--- src/include/hcs_pkg.sv ---
// Purpose: Shared constants and types for the hall conversion sequencer
// Assumes: 25 MHz core clock, 32-bit Avalon-MM register access
// Notes:   Byte addresses; one register per aligned word
package hcs_pkg;
   localparam int unsigned CLK_MHZ  = 25;
   localparam int unsigned SPIN_NS  = 25000;
   localparam int unsigned ADC_NS   = 25000;
   localparam int unsigned SPIN_CYC = (SPIN_NS * CLK_MHZ + 999) / 1000;
   localparam int unsigned ADC_CYC  = (ADC_NS * CLK_MHZ + 999) / 1000;
   localparam int unsigned ANG_IT   = 11;

   localparam logic [7:0] REG_CTRL  = 8'h00;
   localparam logic [7:0] REG_LIM   = 8'h04;
   localparam logic [7:0] REG_LO    = 8'h08;
   localparam logic [7:0] REG_HI    = 8'h0c;
   localparam logic [7:0] REG_CMD   = 8'h10;
   localparam logic [7:0] REG_STAT  = 8'h14;
   localparam logic [7:0] REG_MASK  = 8'h18;
   localparam logic [7:0] REG_T     = 8'h1c;
   localparam logic [7:0] REG_X     = 8'h20;
   localparam logic [7:0] REG_Y     = 8'h24;
   localparam logic [7:0] REG_Z     = 8'h28;
   localparam logic [7:0] REG_ANG   = 8'h2c;
   localparam logic [7:0] REG_STATE = 8'h30;

   localparam logic [1:0] MODE_TRIG = 2'b00;
   localparam logic [1:0] MODE_CONT = 2'b10;
   localparam logic [1:0] CH_T      = 2'd0;
   localparam logic [1:0] CH_X      = 2'd1;
   localparam logic [1:0] CH_Y      = 2'd2;
   localparam logic [1:0] CH_Z      = 2'd3;
   localparam logic [1:0] TC_NDFEB  = 2'b01;
   localparam logic [1:0] TC_FERR   = 2'b10;
   localparam logic [2:0] AVG_MAX   = 3'd5;
   localparam int         STAT_DONE = 0;
   localparam int         STAT_LIM  = 1;
   localparam int         CMD_TRIG  = 0;

   localparam logic signed [15:0] TEMP_REF  = 16'sh0000;
   localparam logic signed [9:0]  K_NDFEB   = 10'sd79;
   localparam logic signed [9:0]  K_FERR    = 10'sd131;
   localparam int unsigned        COMP_SH   = 16;
   localparam logic signed [13:0] ANG_HALF  = 14'sd2880;
   localparam logic signed [13:0] ANG_FULL  = 14'sd5760;

   typedef struct packed {
      logic [1:0] angle_sel;
      logic [1:0] magnet_drift_coeff;
      logic [2:0] averaging_count;
      logic [3:0] axis_channel_select;
      logic [1:0] mode;
   } hcs_cfg_t;

   typedef struct packed {
      logic [2:0] axis_mask;
      logic       limit_hysteresis_sel;
      logic       limit_direction_sel;
   } hcs_lim_t;

   typedef enum logic [3:0] {
      ST_IDLE  = 4'b0001,
      ST_RUN   = 4'b0010,
      ST_ANGLE = 4'b0100,
      ST_DONE  = 4'b1000
   } hcs_state_t;

   localparam hcs_cfg_t    CTRL_RST = '0;
   localparam hcs_lim_t    LIM_RST  = '0;
   localparam logic [15:0] LO_RST   = 16'h0000;
   localparam logic [15:0] HI_RST   = 16'h0000;
   localparam logic [1:0]  MASK_RST = 2'h0;
endpackage

--- src/hcs_sequencer.sv ---
// Purpose: Conversion sequencer, averaging, drift correction, limit check, angle
// Assumes: Analog front end same clock; samples valid at end of ADC phase
// Notes:   Avalon-MM slave answers one cycle after the request
//
// The Avalon-MM slave port and the register offsets were chosen for this implementation.
`timescale 1ns/100ps
module hcs_sequencer
   import hcs_pkg::*;
#(
   parameter int unsigned CW      = 12,
   parameter int unsigned SPIN_CY = SPIN_CYC,
   parameter int unsigned ADC_CY  = ADC_CYC
) (
   input  wire logic        core_clk_i,
   input  wire logic        reset_i,
   input  wire logic [7:0]  avs_address_i,
   input  wire logic        avs_read_i,
   input  wire logic        avs_write_i,
   input  wire logic [31:0] avs_writedata_i,
   input  wire logic [3:0]  avs_byteenable_i,
   output logic      [31:0] avs_readdata_o,
   output logic             avs_waitrequest_o,
   input  wire logic        int_pin_i,
   output logic             int_pin_o,
   output logic             int_pin_oe_o,
   output logic             spin_act_o,
   output logic      [1:0]  spin_chan_o,
   output logic             conv_act_o,
   output logic      [1:0]  conv_chan_o,
   input  wire logic [15:0] afe_sample_i,
   output logic             irq_o
);
   function automatic logic [31:0] be_merge(input logic [31:0] o, input logic [31:0] n,
                                            input logic [3:0] be);
      be_merge = o;
      for (int b = 0; b < 4; b++) begin
         if (be[b]) begin
            be_merge[8*b +: 8] = n[8*b +: 8];
         end
      end
   endfunction

   // {length, third, second, first}
   function automatic logic [7:0] seq_tab(input logic [3:0] s);
      case (s)
         4'b0001: seq_tab = {2'd1, CH_T, CH_T, CH_X};
         4'b0010: seq_tab = {2'd1, CH_T, CH_T, CH_Y};
         4'b0011: seq_tab = {2'd2, CH_T, CH_Y, CH_X};
         4'b0100: seq_tab = {2'd1, CH_T, CH_T, CH_Z};
         4'b0101: seq_tab = {2'd2, CH_T, CH_X, CH_Z};
         4'b0110: seq_tab = {2'd2, CH_T, CH_Z, CH_Y};
         4'b0111: seq_tab = {2'd3, CH_Z, CH_Y, CH_X};
         4'b1000: seq_tab = {2'd3, CH_X, CH_Y, CH_X};
         4'b1001: seq_tab = {2'd3, CH_Y, CH_X, CH_Y};
         4'b1010: seq_tab = {2'd3, CH_Y, CH_Z, CH_Y};
         4'b1011: seq_tab = {2'd3, CH_X, CH_Z, CH_X};
         default: seq_tab = 8'h00;
      endcase
   endfunction

   function automatic logic [1:0] chan_cnt(input logic [7:0] tb, input logic [1:0] c);
      chan_cnt = 2'd0;
      for (int i = 0; i < 3; i++) begin
         if (2'(i) < tb[7:6] && tb[2*i +: 2] == c) begin
            chan_cnt = chan_cnt + 2'd1;
         end
      end
   endfunction

   function automatic logic [15:0] avg_of(input logic signed [21:0] a, input logic [2:0] sh);
      logic signed [21:0] t;
      t = a >>> sh;
      avg_of = t[15:0];
   endfunction

   // Wraps rather than saturates at full scale
   function automatic logic [15:0] comp(input logic signed [15:0] m,
                                        input logic signed [15:0] t, input logic [1:0] c);
      logic signed [16:0] dt;
      logic signed [9:0]  k;
      logic signed [42:0] p;
      dt = 17'(t) - 17'(TEMP_REF);
      k = (c == TC_NDFEB) ? K_NDFEB : (c == TC_FERR) ? K_FERR : 10'sd0;
      p = m * dt * k;
      comp = m + p[15+COMP_SH:COMP_SH];
   endfunction

   function automatic logic lim_chk(input logic signed [15:0] v, input logic signed [15:0] lo,
                                    input logic signed [15:0] hi, input logic d, input logic h);
      logic inb;
      inb = (v >= lo) && (v <= hi);
      lim_chk = h ? (d ? inb : !inb) : (d ? (v < lo) : (v > hi));
   endfunction

   function automatic logic signed [13:0] atan_t(input logic [3:0] i);
      case (i)
         4'd0:    atan_t = 14'sd720;
         4'd1:    atan_t = 14'sd425;
         4'd2:    atan_t = 14'sd225;
         4'd3:    atan_t = 14'sd114;
         4'd4:    atan_t = 14'sd57;
         4'd5:    atan_t = 14'sd29;
         4'd6:    atan_t = 14'sd14;
         4'd7:    atan_t = 14'sd7;
         4'd8:    atan_t = 14'sd4;
         4'd9:    atan_t = 14'sd2;
         4'd10:   atan_t = 14'sd1;
         default: atan_t = 14'sd0;
      endcase
   endfunction

   hcs_cfg_t           cfg_q;
   hcs_lim_t           lim_q;
   hcs_state_t         st_q, st_d;
   logic signed [15:0] lo_q, hi_q;
   logic        [1:0]  mask_q, stat_q, slot_q;
   logic               ack_q, iss_done_q;
   logic        [31:0] rdata_q;
   logic               pin_s1_q, pin_s2_q, pin_s3_q, flt_q;
   logic        [4:0]  rep_q;
   logic               sp_act_q, ad_act_q;
   logic        [CW-1:0] sp_cnt_q, ad_cnt_q;
   logic        [1:0]  sp_ch_q, ad_ch_q;
   logic signed [21:0] acc_q [4];
   logic        [15:0] res_q [4];
   logic        [15:0] raw [4];
   logic        [15:0] nres [4];
   logic signed [17:0] x_q, y_q;
   logic signed [13:0] z_q;
   logic        [3:0]  it_q;
   logic        [12:0] ang_q;

   // Register bus
   wire        req     = avs_read_i | avs_write_i;
   wire        wr_go   = avs_write_i & ack_q;
   wire        rd_go   = avs_read_i & ack_q;
   wire [7:0]  a       = avs_address_i;
   wire [31:0] rmux    = (a == REG_CTRL)  ? 32'(cfg_q) :
                         (a == REG_LIM)   ? 32'(lim_q) :
                         (a == REG_LO)    ? {16'h0000, lo_q} :
                         (a == REG_HI)    ? {16'h0000, hi_q} :
                         (a == REG_STAT)  ? {30'h0, stat_q} :
                         (a == REG_MASK)  ? {30'h0, mask_q} :
                         (a == REG_T)     ? {16'h0000, res_q[CH_T]} :
                         (a == REG_X)     ? {16'h0000, res_q[CH_X]} :
                         (a == REG_Y)     ? {16'h0000, res_q[CH_Y]} :
                         (a == REG_Z)     ? {16'h0000, res_q[CH_Z]} :
                         (a == REG_ANG)   ? {19'h0, ang_q} :
                         (a == REG_STATE) ? {28'h0, st_q} : 32'h0;
   wire [31:0] wm      = be_merge(rmux, avs_writedata_i, avs_byteenable_i);
   wire        cmd_trg = wr_go & (a == REG_CMD) & wm[CMD_TRIG];

   assign avs_waitrequest_o = req & ~ack_q;
   assign avs_readdata_o    = rdata_q;

   // Sequencing decode
   wire        cont     = cfg_q.mode == MODE_CONT;
   wire        trg_mode = cfg_q.mode == MODE_TRIG;
   wire        pin_trg  = flt_q & ~pin_s2_q & ~pin_s3_q & ~int_pin_oe_o;
   wire        trig     = (cmd_trg | pin_trg) & trg_mode;
   wire        go       = cont | trig;
   wire        restart  = (st_q == ST_IDLE & go) | (st_q == ST_DONE & cont);
   wire [7:0]  tab      = seq_tab(cfg_q.axis_channel_select);
   wire [1:0]  nax      = tab[7:6];
   wire [2:0]  avg      = (cfg_q.averaging_count > AVG_MAX) ? AVG_MAX
                                                            : cfg_q.averaging_count;
   wire [5:0]  nrep     = 6'd1 << avg;
   wire [4:0]  rep_last = 5'(nrep - 6'd1);
   wire [1:0]  slot_m1  = slot_q - 2'd1;
   wire [1:0]  iss_ch   = (slot_q == 2'd0) ? CH_T : tab[2*slot_m1 +: 2];
   wire        last_iss = (rep_q == rep_last) & (slot_q == nax);
   wire        sp_end   = sp_act_q & (sp_cnt_q == CW'(SPIN_CY - 1));
   wire        ad_end   = ad_act_q & (ad_cnt_q == CW'(ADC_CY - 1));
   wire        hand     = sp_end & (~ad_act_q | ad_end);
   wire        go_spin  = (st_q == ST_RUN) & ~iss_done_q & (~sp_act_q | hand);
   wire        pass_end = (st_q == ST_RUN) & iss_done_q & ~sp_act_q & ~ad_act_q;
   wire        ang_on   = cfg_q.angle_sel != 2'b00;
   wire        it_last  = it_q == 4'(ANG_IT - 1);
   wire signed [15:0] ca = (cfg_q.angle_sel == 2'b10) ? nres[CH_Y] : nres[CH_X];
   wire signed [15:0] cb = (cfg_q.angle_sel == 2'b01) ? nres[CH_Y] : nres[CH_Z];
   wire signed [17:0] xs = x_q >>> it_q;
   wire signed [17:0] ys = y_q >>> it_q;
   wire        yneg     = y_q[17];
   wire [2:0]  lhit     = {lim_chk(res_q[CH_Z], lo_q, hi_q, lim_q.limit_direction_sel,
                                   lim_q.limit_hysteresis_sel),
                           lim_chk(res_q[CH_Y], lo_q, hi_q, lim_q.limit_direction_sel,
                                   lim_q.limit_hysteresis_sel),
                           lim_chk(res_q[CH_X], lo_q, hi_q, lim_q.limit_direction_sel,
                                   lim_q.limit_hysteresis_sel)};
   wire        lim_hit  = |(lhit & lim_q.axis_mask);
   wire [1:0]  st_set   = {(st_q == ST_DONE) & lim_hit, st_q == ST_DONE};
   // Clear only the bits the read returned; a set during the read survives
   wire [1:0]  st_clr   = (rd_go & (a == REG_STAT)) ? rdata_q[1:0] : 2'b00;

   assign irq_o        = |(stat_q & mask_q);
   assign int_pin_o    = 1'b0;
   assign int_pin_oe_o = irq_o;
   assign spin_act_o   = sp_act_q;
   assign spin_chan_o  = sp_ch_q;
   assign conv_act_o   = ad_act_q;
   assign conv_chan_o  = ad_ch_q;

   always_comb begin
      for (int c = 0; c < 4; c++) begin
         raw[c]  = avg_of(acc_q[c], avg + 3'(chan_cnt(tab, 2'(c)) == 2'd2));
         nres[c] = (c == 0) ? raw[c] : comp(raw[c], raw[CH_T], cfg_q.magnet_drift_coeff);
      end
   end

   always_comb begin
      st_d = st_q;
      unique case (st_q)
         ST_IDLE:  if (go) st_d = ST_RUN;
         ST_RUN:   if (pass_end) st_d = ang_on ? ST_ANGLE : ST_DONE;
         ST_ANGLE: if (it_last) st_d = ST_DONE;
         ST_DONE:  st_d = cont ? ST_RUN : ST_IDLE;
      endcase
   end

   always_ff @(posedge core_clk_i) begin
      if (reset_i) begin
         cfg_q  <= CTRL_RST;
         lim_q  <= LIM_RST;
         lo_q   <= LO_RST;
         hi_q   <= HI_RST;
         mask_q <= MASK_RST;
      end else if (wr_go) begin
         if (a == REG_CTRL) cfg_q <= hcs_cfg_t'(wm[$bits(hcs_cfg_t)-1:0]);
         if (a == REG_LIM) lim_q <= hcs_lim_t'(wm[$bits(hcs_lim_t)-1:0]);
         if (a == REG_LO) lo_q <= wm[15:0];
         if (a == REG_HI) hi_q <= wm[15:0];
         if (a == REG_MASK) mask_q <= wm[1:0];
      end
   end

   // Set wins over the read clear
   always_ff @(posedge core_clk_i) begin
      if (reset_i) begin
         ack_q   <= 1'b0;
         rdata_q <= 32'h0;
         stat_q  <= 2'h0;
      end else begin
         ack_q  <= req & ~ack_q;
         stat_q <= (stat_q & ~st_clr) | st_set;
         if (avs_read_i & ~ack_q) rdata_q <= rmux;
      end
   end

   // Pin idles high; own drive masks self-triggering
   always_ff @(posedge core_clk_i) begin
      if (reset_i) begin
         pin_s1_q <= 1'b1;
         pin_s2_q <= 1'b1;
         pin_s3_q <= 1'b1;
         flt_q    <= 1'b1;
      end else begin
         pin_s1_q <= int_pin_i;
         pin_s2_q <= pin_s1_q;
         pin_s3_q <= pin_s2_q;
         if (pin_s2_q == pin_s3_q) flt_q <= pin_s3_q;
      end
   end

   always_ff @(posedge core_clk_i) begin
      if (reset_i) begin
         st_q <= ST_IDLE;
      end else begin
         st_q <= st_d;
      end
   end

   // Spin stage holds its sample until the ADC can take it
   always_ff @(posedge core_clk_i) begin
      if (reset_i) begin
         sp_act_q <= 1'b0;
         sp_cnt_q <= '0;
         sp_ch_q  <= CH_T;
      end else if (go_spin) begin
         sp_act_q <= 1'b1;
         sp_cnt_q <= '0;
         sp_ch_q  <= iss_ch;
      end else if (hand) begin
         sp_act_q <= 1'b0;
      end else if (sp_act_q & ~sp_end) begin
         sp_cnt_q <= sp_cnt_q + 1'b1;
      end
   end

   always_ff @(posedge core_clk_i) begin
      if (reset_i) begin
         ad_act_q <= 1'b0;
         ad_cnt_q <= '0;
         ad_ch_q  <= CH_T;
      end else if (hand) begin
         ad_act_q <= 1'b1;
         ad_cnt_q <= '0;
         ad_ch_q  <= sp_ch_q;
      end else if (ad_end) begin
         ad_act_q <= 1'b0;
      end else if (ad_act_q) begin
         ad_cnt_q <= ad_cnt_q + 1'b1;
      end
   end

   always_ff @(posedge core_clk_i) begin
      if (reset_i | restart) begin
         slot_q     <= 2'd0;
         rep_q      <= 5'd0;
         iss_done_q <= 1'b0;
      end else if (go_spin) begin
         if (last_iss) begin
            iss_done_q <= 1'b1;
         end else if (rep_q == rep_last) begin
            rep_q  <= 5'd0;
            slot_q <= slot_q + 2'd1;
         end else begin
            rep_q <= rep_q + 5'd1;
         end
      end
   end

   always_ff @(posedge core_clk_i) begin
      for (int c = 0; c < 4; c++) begin
         if (reset_i) begin
            acc_q[c] <= 22'sd0;
            res_q[c] <= 16'h0000;
         end else begin
            if (restart) begin
               acc_q[c] <= 22'sd0;
            end else if (ad_end && ad_ch_q == 2'(c)) begin
               acc_q[c] <= acc_q[c] + 22'(signed'(afe_sample_i));
            end
            if (pass_end && (c == 0 || chan_cnt(tab, 2'(c)) != 2'd0)) begin
               res_q[c] <= nres[c];
            end
         end
      end
   end

   // Vectoring angle, sixteenths of a degree
   always_ff @(posedge core_clk_i) begin
      if (reset_i) begin
         x_q   <= 18'sd0;
         y_q   <= 18'sd0;
         z_q   <= 14'sd0;
         it_q  <= 4'd0;
         ang_q <= 13'h0000;
      end else if (pass_end) begin
         x_q  <= ca[15] ? -18'(ca) : 18'(ca);
         y_q  <= ca[15] ? -18'(cb) : 18'(cb);
         z_q  <= ca[15] ? ANG_HALF : 14'sd0;
         it_q <= 4'd0;
      end else if (st_q == ST_ANGLE) begin
         x_q  <= yneg ? x_q - ys : x_q + ys;
         y_q  <= yneg ? y_q + xs : y_q - xs;
         z_q  <= yneg ? z_q - atan_t(it_q) : z_q + atan_t(it_q);
         it_q <= it_q + 4'd1;
      end else if (st_q == ST_DONE && ang_on) begin
         ang_q <= z_q[13] ? 13'(z_q + ANG_FULL) : 13'(z_q);
      end
   end

   property p_cont;
      @(posedge core_clk_i) disable iff (reset_i) (st_q == ST_DONE && cont) |=> st_q == ST_RUN;
   endproperty
   a_cont: assert property (p_cont) else $error("continuous pass not restarted");

   property p_pipe;
      @(posedge core_clk_i) disable iff (reset_i)
         (hand && !iss_done_q) |=> (ad_act_q && ad_cnt_q == '0 && sp_act_q && sp_cnt_q == '0);
   endproperty
   a_pipe: assert property (p_pipe) else $error("spin did not overlap conversion");

   property p_tfirst;
      @(posedge core_clk_i) disable iff (reset_i)
         (restart && cont) |-> ##2 (sp_act_q && sp_ch_q == CH_T);
   endproperty
   a_tfirst: assert property (p_tfirst) else $error("pass did not begin with temp");

   property p_trig;
      @(posedge core_clk_i) disable iff (reset_i)
         (st_q == ST_IDLE && trg_mode && (cmd_trg || pin_trg)) |=> st_q == ST_RUN;
   endproperty
   a_trig: assert property (p_trig) else $error("trigger did not start a pass");

   property p_xzx;
      @(posedge core_clk_i) disable iff (reset_i)
         (go_spin && cfg_q.axis_channel_select == 4'b1011 && slot_q == 2'd2)
         |=> sp_ch_q == CH_Z;
   endproperty
   a_xzx: assert property (p_xzx) else $error("middle sample not Z");

   property p_lim;
      @(posedge core_clk_i) disable iff (reset_i)
         (st_q == ST_DONE && lim_hit) |=> stat_q[STAT_LIM];
   endproperty
   a_lim: assert property (p_lim) else $error("limit hit not flagged");

   property p_notc;
      @(posedge core_clk_i) disable iff (reset_i)
         (cfg_q.magnet_drift_coeff == 2'b00) |-> nres[CH_X] == raw[CH_X];
   endproperty
   a_notc: assert property (p_notc) else $error("compensation applied at 00b");

   property p_idle;
      @(posedge core_clk_i) disable iff (reset_i)
         (st_q == ST_DONE && trg_mode) |=> (st_q == ST_IDLE && !sp_act_q && !ad_act_q);
   endproperty
   a_idle: assert property (p_idle) else $error("converter busy after one pass");

   property p_ack;
      @(posedge core_clk_i) disable iff (reset_i)
         $rose(req) |-> avs_waitrequest_o ##1 !avs_waitrequest_o;
   endproperty
   a_ack: assert property (p_ack) else $error("bus answer not after one cycle");
endmodule

--- config.mk ---
export PLATFORM = sky130hd
export DESIGN_NAME = hcs_sequencer
export DESIGN_NICKNAME = d
export VERILOG_FILES = /design/src/include/hcs_pkg.sv /design/src/hcs_sequencer.sv
export SDC_FILE = /design/constraint.sdc
export NUM_CORES = 2
export LEC_CHECK = 0
export BUFFER_PORTS_ARGS = -buffer_cell sky130_fd_sc_hd__buf_2
export CELL_PAD_IN_SITES_DETAIL_PLACEMENT = 1
export CELL_PAD_IN_SITES_GLOBAL_PLACEMENT = 1
export CORE_AREA = 5 5 396 398
export CTS_CLUSTER_DIAMETER = 80
export DETAILED_ROUTE_END_ITERATION = 8
export DIE_AREA = 0 0 401 403
export PLACE_DENSITY_LB_ADDON = 0.1
export RECOVER_POWER = 50
export SLEW_MARGIN = 20
export SYNTH_ARGS = -nofsm -noshare
export SYNTH_HDL_FRONTEND = slang
export SYNTH_SLANG_ARGS = --single-unit
--- constraint.sdc ---
create_clock -name core_clk_i -period 35.9 [get_ports core_clk_i]
set_input_delay 7.18 -clock core_clk_i [delete_from_list [all_inputs] [get_ports core_clk_i]]
set_output_delay 7.18 -clock core_clk_i [all_outputs]
set_load 0.02 [all_outputs]
# Word level (Yosys, flattened, before mapping)
# Memory sizes are Yosys's and may differ from the RTL's. A register that Yosys moved wholly into a read port is not among the register bits.
# Index checks and enable logic that the tools add are counted.
[totals]
ram_bits = 152
out_inout_bits = 42
mem_bits_ro = 448
mem_count = 5
word_cells = 411
in_bits = 65
register_bits = 200
[memory_table]
columns = ["name", "depth", "word_bits", "rd", "rd_clocked_by_memory_dff", "write_ports", "line", "text"]
rows = [
  ["(name not given)", 16, 10, 1, 1, 0, "hcs_sequencer.sv:96", "case (i)"],
  ["(name not given)", 16, 10, 1, 1, 0, "hcs_sequencer.sv:96", ""],
  ["(name not given)", 16, 8, 1, 1, 0, "hcs_sequencer.sv:45", "case (s)"],
  ["acc_q", 4, 22, 4, 0, 4, "hcs_sequencer.sv:124", "logic signed [21:0] acc_q [4];"],
  ["res_q", 4, 16, 4, 0, 4, "hcs_sequencer.sv:125", "logic [15:0] res_q [4];"],
]
[classes]
magnitude_cmp = 16
mul = 6
n_addsub = 41
n_eq_ne = 46
mux = 138
bitwise_logic = 61
n_reduce_logical = 57
n_shift = 8
[ops]
columns = ["operator", "count"]
rows = [
  ["16-bit 2-to-1 mux", 16],
  ["22-bit 2-to-1 mux", 8],
  ["18-bit 2-to-1 mux", 8],
  ["14-bit 2-to-1 mux", 9],
  ["16-bit by 16-bit multiplier with 32-bit output", 3],
  ["32-bit by 9-bit multiplier with 32-bit output", 3],
  ["22-bit by 16-bit adder with 22-bit output", 4],
  ["22-bit by 3-bit >>> shifter with 16-bit output", 4],
  ["2-bit 2-to-1 mux", 26],
  ["1-bit 2-to-1 mux", 50],
  ["16-bit adder", 3],
  ["16-bit greater-or-equal comparator", 3],
  ["16-bit greater-than comparator", 3],
  ["16-bit <= comparator", 3],
  ["16-bit < comparator", 3],
  ["4-bit 2-to-1 mux", 11],
  ["8-bit by 6-bit == test with 1-bit output (second input constant)", 5],
  ["18-bit adder", 2],
  ["16-bit negator with 18-bit output", 2],
  ["18-bit by 4-bit >>> shifter with 18-bit output", 2],
  ["18-bit subtractor", 2],
  ["8-bit by 5-bit == test with 1-bit output (second input constant)", 4],
  ["8-bit 2-to-1 mux", 4],
  ["2-bit by 1-bit adder with 2-bit output (second input constant)", 15],
  ["other kinds (48)", 180],
]

# Depth between registers and ports, before layout
[depth]
depth_word = 25
depth_mapped = 73
mapped_depth_nobuf = 68

# Worst setup path after synthesis
# OpenSTA, ideal clock, no wires.
[synth_timing]
kind = "reg2reg"
from = "register, netlist name tab[7]"
to = "register y_q[16]"
path_buffers = 5
t_arrival_ns = 15.190
synth_period_minus_slack_ns = 15.260
path_stages_with_launch = 66
setup_ns = 0.070
path_slack_ns = 20.640
required_ns = 35.830
cell_sequence = "dfxtp_1 -> clkbuf_1 -> o21ai_0 -> or2_2 -> ha_1 -> nor2_1 -> nand2_1 -> o21ai_0 -> ha_1 -> buf_4 -> buf_1 -> clkbuf_1 -> mux2i_1 -> mux2_2 -> o21ai_1 -> clkbuf_1 -> nand2_1 -> fa_1 -> [30 not listed] -> a311o_2 -> nor2b_1 -> xnor2_1 -> ha_1 -> a211o_1 -> nor2_1 -> o21ai_0 -> a31oi_1 -> o21ai_0 -> a2111oi_0 -> o41ai_1 -> a21o_1 -> xnor2_1 -> xor3_1 -> xnor3_1 -> o21ai_2 -> or3_1 -> a21oi_1"
[synth_via]
elab_chain_cells = 17
word_cells_on_any_way = 61
classes_between = "add/sub: 16; mul: 6; order compare: 3; eq/ne: 4; shift: 4; mux: 16; reduce/logical: 12"
[synth_rtl]
columns = ["item", "line", "text"]
rows = [
  ["1-bit by 2-bit < comparator with 1-bit output", "hcs_sequencer.sv:64", "if (2'(i) < tb[7:6] && tb[2*i +: 2] == c) begin"],
  ["1-bit logical AND, on equally long branches", "-", ""],
  ["1-bit 2-to-1 mux", "hcs_sequencer.sv:64", ""],
  ["2-bit by 1-bit adder with 2-bit output", "hcs_sequencer.sv:65", "chan_cnt = chan_cnt + 2'd1;"],
  ["2-bit 2-to-1 mux", "hcs_sequencer.sv:64", ""],
  ["2-bit by 1-bit adder with 2-bit output", "hcs_sequencer.sv:65", ""],
  ["2-bit 2-to-1 mux", "hcs_sequencer.sv:64", ""],
  ["2-bit == test", "hcs_sequencer.sv:205", "raw[c] = avg_of(acc_q[c], avg + 3'(chan_cnt(tab, 2'(c)) == 2'd2));"],
  ["3-bit by 1-bit adder with 3-bit output", "hcs_sequencer.sv:205", ""],
  ["22-bit by 3-bit >>> shifter with 16-bit output", "hcs_sequencer.sv:72", "t = a >>> sh;"],
  ["16-bit by 16-bit multiplier with 32-bit output", "hcs_sequencer.sv:84", "p = m * dt * k;"],
  ["32-bit by 9-bit multiplier with 32-bit output", "hcs_sequencer.sv:84", ""],
  ["16-bit adder", "hcs_sequencer.sv:85", "comp = m + p[15+COMP_SH:COMP_SH];"],
  ["16-bit 2-to-1 mux", "hcs_sequencer.sv:180", "wire signed [15:0] cb = (cfg_q.angle_sel == 2'b01) ? nres[CH_Y] : nres[CH_Z];"],
  ["16-bit negator with 18-bit output", "hcs_sequencer.sv:350", "y_q <= ca[15] ? -18'(cb) : 18'(cb);"],
  ["18-bit 2-to-1 mux (*)", "hcs_sequencer.sv:350", ""],
  ["18-bit 2-to-1 mux (*)", "hcs_sequencer.sv:348", "end else if (pass_end) begin"],
  ["end signal: assignment", "hcs_sequencer.sv:350", ""],
  ["end signal: assignment", "hcs_sequencer.sv:355", "y_q <= yneg ? y_q + xs : y_q - xs;"],
  ["end: declaration", "hcs_sequencer.sv:128", "logic signed [17:0] x_q, y_q;"],
]
# Mark *: on every way between the ends. The rest lies on a longest branch, timed or not.
# A chain may end at the register's enable or synchronous reset.

# Final worst setup path
[layout_timing]
from = "register, netlist name tab[7]"
to = "register x_q[14]"
[layout_via]
elab_chain_cells = 17
word_cells_on_any_way = 46
classes_between = "add/sub: 12; mul: 4; order compare: 3; eq/ne: 3; shift: 3; mux: 12; reduce/logical: 9"
[layout_rtl]
columns = ["item", "line", "text"]
rows = [
  ["1-bit by 2-bit < comparator with 1-bit output", "hcs_sequencer.sv:64", ""],
  ["1-bit logical AND, on equally long branches", "-", ""],
  ["1-bit 2-to-1 mux", "hcs_sequencer.sv:64", ""],
  ["2-bit by 1-bit adder with 2-bit output", "hcs_sequencer.sv:65", ""],
  ["2-bit 2-to-1 mux", "hcs_sequencer.sv:64", ""],
  ["2-bit by 1-bit adder with 2-bit output", "hcs_sequencer.sv:65", ""],
  ["2-bit 2-to-1 mux", "hcs_sequencer.sv:64", ""],
  ["2-bit == test", "hcs_sequencer.sv:205", ""],
  ["3-bit by 1-bit adder with 3-bit output", "hcs_sequencer.sv:205", ""],
  ["22-bit by 3-bit >>> shifter with 16-bit output", "hcs_sequencer.sv:72", ""],
  ["16-bit by 16-bit multiplier with 32-bit output", "hcs_sequencer.sv:84", ""],
  ["32-bit by 9-bit multiplier with 32-bit output", "hcs_sequencer.sv:84", ""],
  ["16-bit adder", "hcs_sequencer.sv:85", ""],
  ["16-bit 2-to-1 mux (*)", "hcs_sequencer.sv:179", "wire signed [15:0] ca = (cfg_q.angle_sel == 2'b10) ? nres[CH_Y] : nres[CH_X];"],
  ["16-bit negator with 18-bit output", "hcs_sequencer.sv:349", "x_q <= ca[15] ? -18'(ca) : 18'(ca);"],
  ["18-bit 2-to-1 mux (*)", "hcs_sequencer.sv:349", ""],
  ["18-bit 2-to-1 mux (*)", "hcs_sequencer.sv:348", ""],
  ["end signal: assignment", "hcs_sequencer.sv:349", ""],
  ["end signal: assignment", "hcs_sequencer.sv:354", "x_q <= yneg ? x_q - ys : x_q + ys;"],
  ["end: declaration", "hcs_sequencer.sv:128", ""],
]
# Marks and branches as above.

==> reports/results.ini <==
[logic_synthesis]
synth-simple-area-share_pct=16.0
ys.flop_type=dfxtp_1
avgSynthCellArea_um2=8.43
synth_mux_area_share_pct=3.81
synth_cell_types=103
synth-xor-area-share_pct=4.54
netlist_area_um2=76000
synth-compound-area-share_pct=10.8
synth_async_sr_flop_share_pct=0
ys_seq_area_share_pct=11.3
synth_enable_flop_cells=152
ys_ff_latch=354
netlist_instances=9010
synthAdderAreaFrac_pct=42.5
synth_warnings=0
synth_top_family_by_area=adder cells

[global_route]
overflow=0
grtUsageTotal_pct=30.5
grt_pass1_wl_um=390000
antenna_found_initial=4
grt_max_degree=124
grt_pass1_vias=68500

[cts]
post_cts_resized=0
clock_path_buffers=3
clk_pin_slew_worst_paths_ns=0.07
clock-sinks=354
cts_buffers=43
clockRootBuffer=clkbuf_16
cts_setup_buffers=0
clock_latency_ns=0.64
ctsHoldBuffers=0
cts_tree=built
cts.htree.levels=2

[job]
maxCapViolCount=3

[critical_path]
path_class=flop to flop
startpoint_type=flop
reg2reg_depth=62
cp_num_cells=62
worstPathMaxFanout=23
cpMostUsedCell=fa_1
cp_top_family=adder cells
path_buf_inv=9
slowest_delay_ns=0.93
critPathArrivalTime_ns=19.67
critPathCaptureType=flop
slowest_stage=ha_1
cp.required_ns=36.11

[outcome]
violations=max-capacitance violations, max-slew violations
status=complete, but fails checks

[worst_hold_path]
min_path_cells=1
hold_path.class=flop to flop

[final_layout]
final_nets=10900
instances_no_fill=11000
drive_gt1_share_pct=4.41
nFillCells=18300
syn2layout_area_growth_pct=5.11

[timing]
max_freq_ghz=0.0514
setup_viol=0
period_share_pct=54.2
worstMarginPinSlew_ns=6.43
finalSetupTns_ns=0
rsz0062_at_grt=no
final.min_clock_period_ns=19.46
slew_headroom_pct=-329
hold_viol_final=0
finalMaxSlewViolations=184
clock_skew_ns=0.0506

[drt]
drtPass1Iterations=5
vias=62300
wl_um=247000
vias_per_cell=5.66
dr.first_iter.drc_count=3838
antenna_left=0
wl_per_cell_um=22.4
drcViolationCount=0

[pwr]
power_density_nw_per_um2=35.7
ir_worst_vdd_v=0.0000531
power_mw=2.85
power.leakage_nw=38.3

[die]
rows=144
die_h_um=403
initial_utilization_pct=49.7
die_x_um=401
core_area_um2=153000
boundaryPins=107
die_area_um2=162000

[placement]
numPortBuffers=71
dp_hpwl_um=200000
dp.cells=10900
gp_congestion=0.912

-- layer usage --
layer | global-route usage, % | share of wire (%)
met1 | 39.4 | 42
met2 | 51.9 | 47
met3 | 4.34 | 6.0
met4 | 11.9 | 4.9
met5 | 0 | 0.0053
-- final timing paths --
| check | startpoint | slack (ns) | to |
|---|---|---|---|
| max | tab[7] | 16.44 | x_q[14] |
| min | pin_s1_q | 0.41 | pin_s2_q |
| max reg2reg | tab[7] | 16.44 | x_q[14] |
| min reg2reg | pin_s1_q | 0.41 | pin_s2_q |
-- through the flow --
stage          area [um^2]  hold WS [ns]  utilization (%)  setup slack, ns
2_1_floorplan        76000         0.389                -            20.64
3_3_place_gp         78500         0.399             51.3            16.96
3_5_place_dp         78500         0.401             51.3            16.77
4_1_cts              79900         0.412             52.2            16.64
5_1_grt              79800         0.429             52.2            15.44
6_report             79800         0.409             52.2            16.44
-- layout by cell type, fill, tap and decap left out, types with 115 or more instances in the layout --
cell type,instances
inv_1,1855
fa_1,1105
nor2_1,978
ha_1,812
nand2_1,783
a21oi_1,396
xnor2_1,256
o21ai_0,210
dfxtp_1,201
and2_1,170
edfxtp_1,152
nor3_1,128
nor2b_1,125
o21a_1,123
nand3_1,118
mux2i_1,115
-- power breakdown --
group | switching, mW | internal (mW) | leakage (nW)
logic | 1.21 | 0.756 | 34.4
clock network | 0.199 | 0.253 | 0.679
registers | 0.0106 | 0.427 | 3.20
total | 1.42 | 1.44 | 38.3
-- final cells by class --
| cell class | instances | area, um^2 | share of cell area [%] |
|---|---|---|---|
| sequential | 354 | 8610 | 10.8 |
| antenna | 2 | 5.00 | 0.00627 |
| tap | 2044 | 2560 | 3.20 |
| clock buffer | 54 | 1120 | 1.40 |
| clock inverter | 23 | 274 | 0.343 |
| multi-input combinational | 6468 | 59200 | 74.1 |
| inverter | 1874 | 7030 | 8.81 |
| timing repair buffer | 174 | 1070 | 1.34 |
-- cells by family after synthesis --
| logic type | after synthesis |
|---|---|
| DFF | 354 |
| other | 1 |
| xor gates and xnor gates | 379 |
| muxes | 212 |
| adders and majority gates | 1920 |
| AOI/OAI and AO/OA | 1271 |
| buffers and inverters | 2204 |
| and+or+nand+nor | 2669 |
-- flip-flops by register name (all words and copies together) (netlist names), 5 cells and up, named ones only --
| name | cells |
|---|---|
| ad_cnt_q | 12 |
| res_q | 64 |
| z_q | 14 |
| x_q | 18 |
| ang_q | 13 |
| y_q | 18 |
| lo_q | 16 |
| lim_q | 5 |
| acc_q | 88 |
| sp_cnt_q | 12 |
| tab | 8 |
| hi_q | 16 |
| rep_q | 5 |
| cfg_q | 13 |
| avs_readdata_o | 16 |
-- synthesized netlist by cell type, drive strengths merged, types with 26 or more instances --
library cell / number / area share (%)
a211oi: 59 / 0.58
a21boi: 30 / 0.30
a21o: 89 / 0.88
a21oi: 397 / 2.6
a221oi: 26 / 0.31
a22oi: 39 / 0.39
a31oi: 33 / 0.29
and2: 171 / 1.4
and3: 39 / 0.32
buf: 60 / 0.43
clkbuf: 270 / 1.3
dfxtp: 202 / 5.3
edfxtp: 152 / 6.0
fa: 1105 / 29
ha: 815 / 13
inv: 1856 / 9.2
mux2: 38 / 0.56
mux2i: 119 / 1.6
mux4: 55 / 1.6
nand2: 783 / 3.9
nand2b: 109 / 0.90
nand3: 118 / 0.78
nand4: 42 / 0.35
nor2: 981 / 4.9
nor2b: 127 / 1.0
nor3: 128 / 0.84
nor3b: 27 / 0.27
o21a: 123 / 1.2
o21ai: 249 / 1.6
o21bai: 27 / 0.27
o31ai: 30 / 0.31
or2: 41 / 0.34
or3: 36 / 0.30
xnor2: 258 / 3.0
xor2: 114 / 1.3
(Power assumes the default switching activity.)
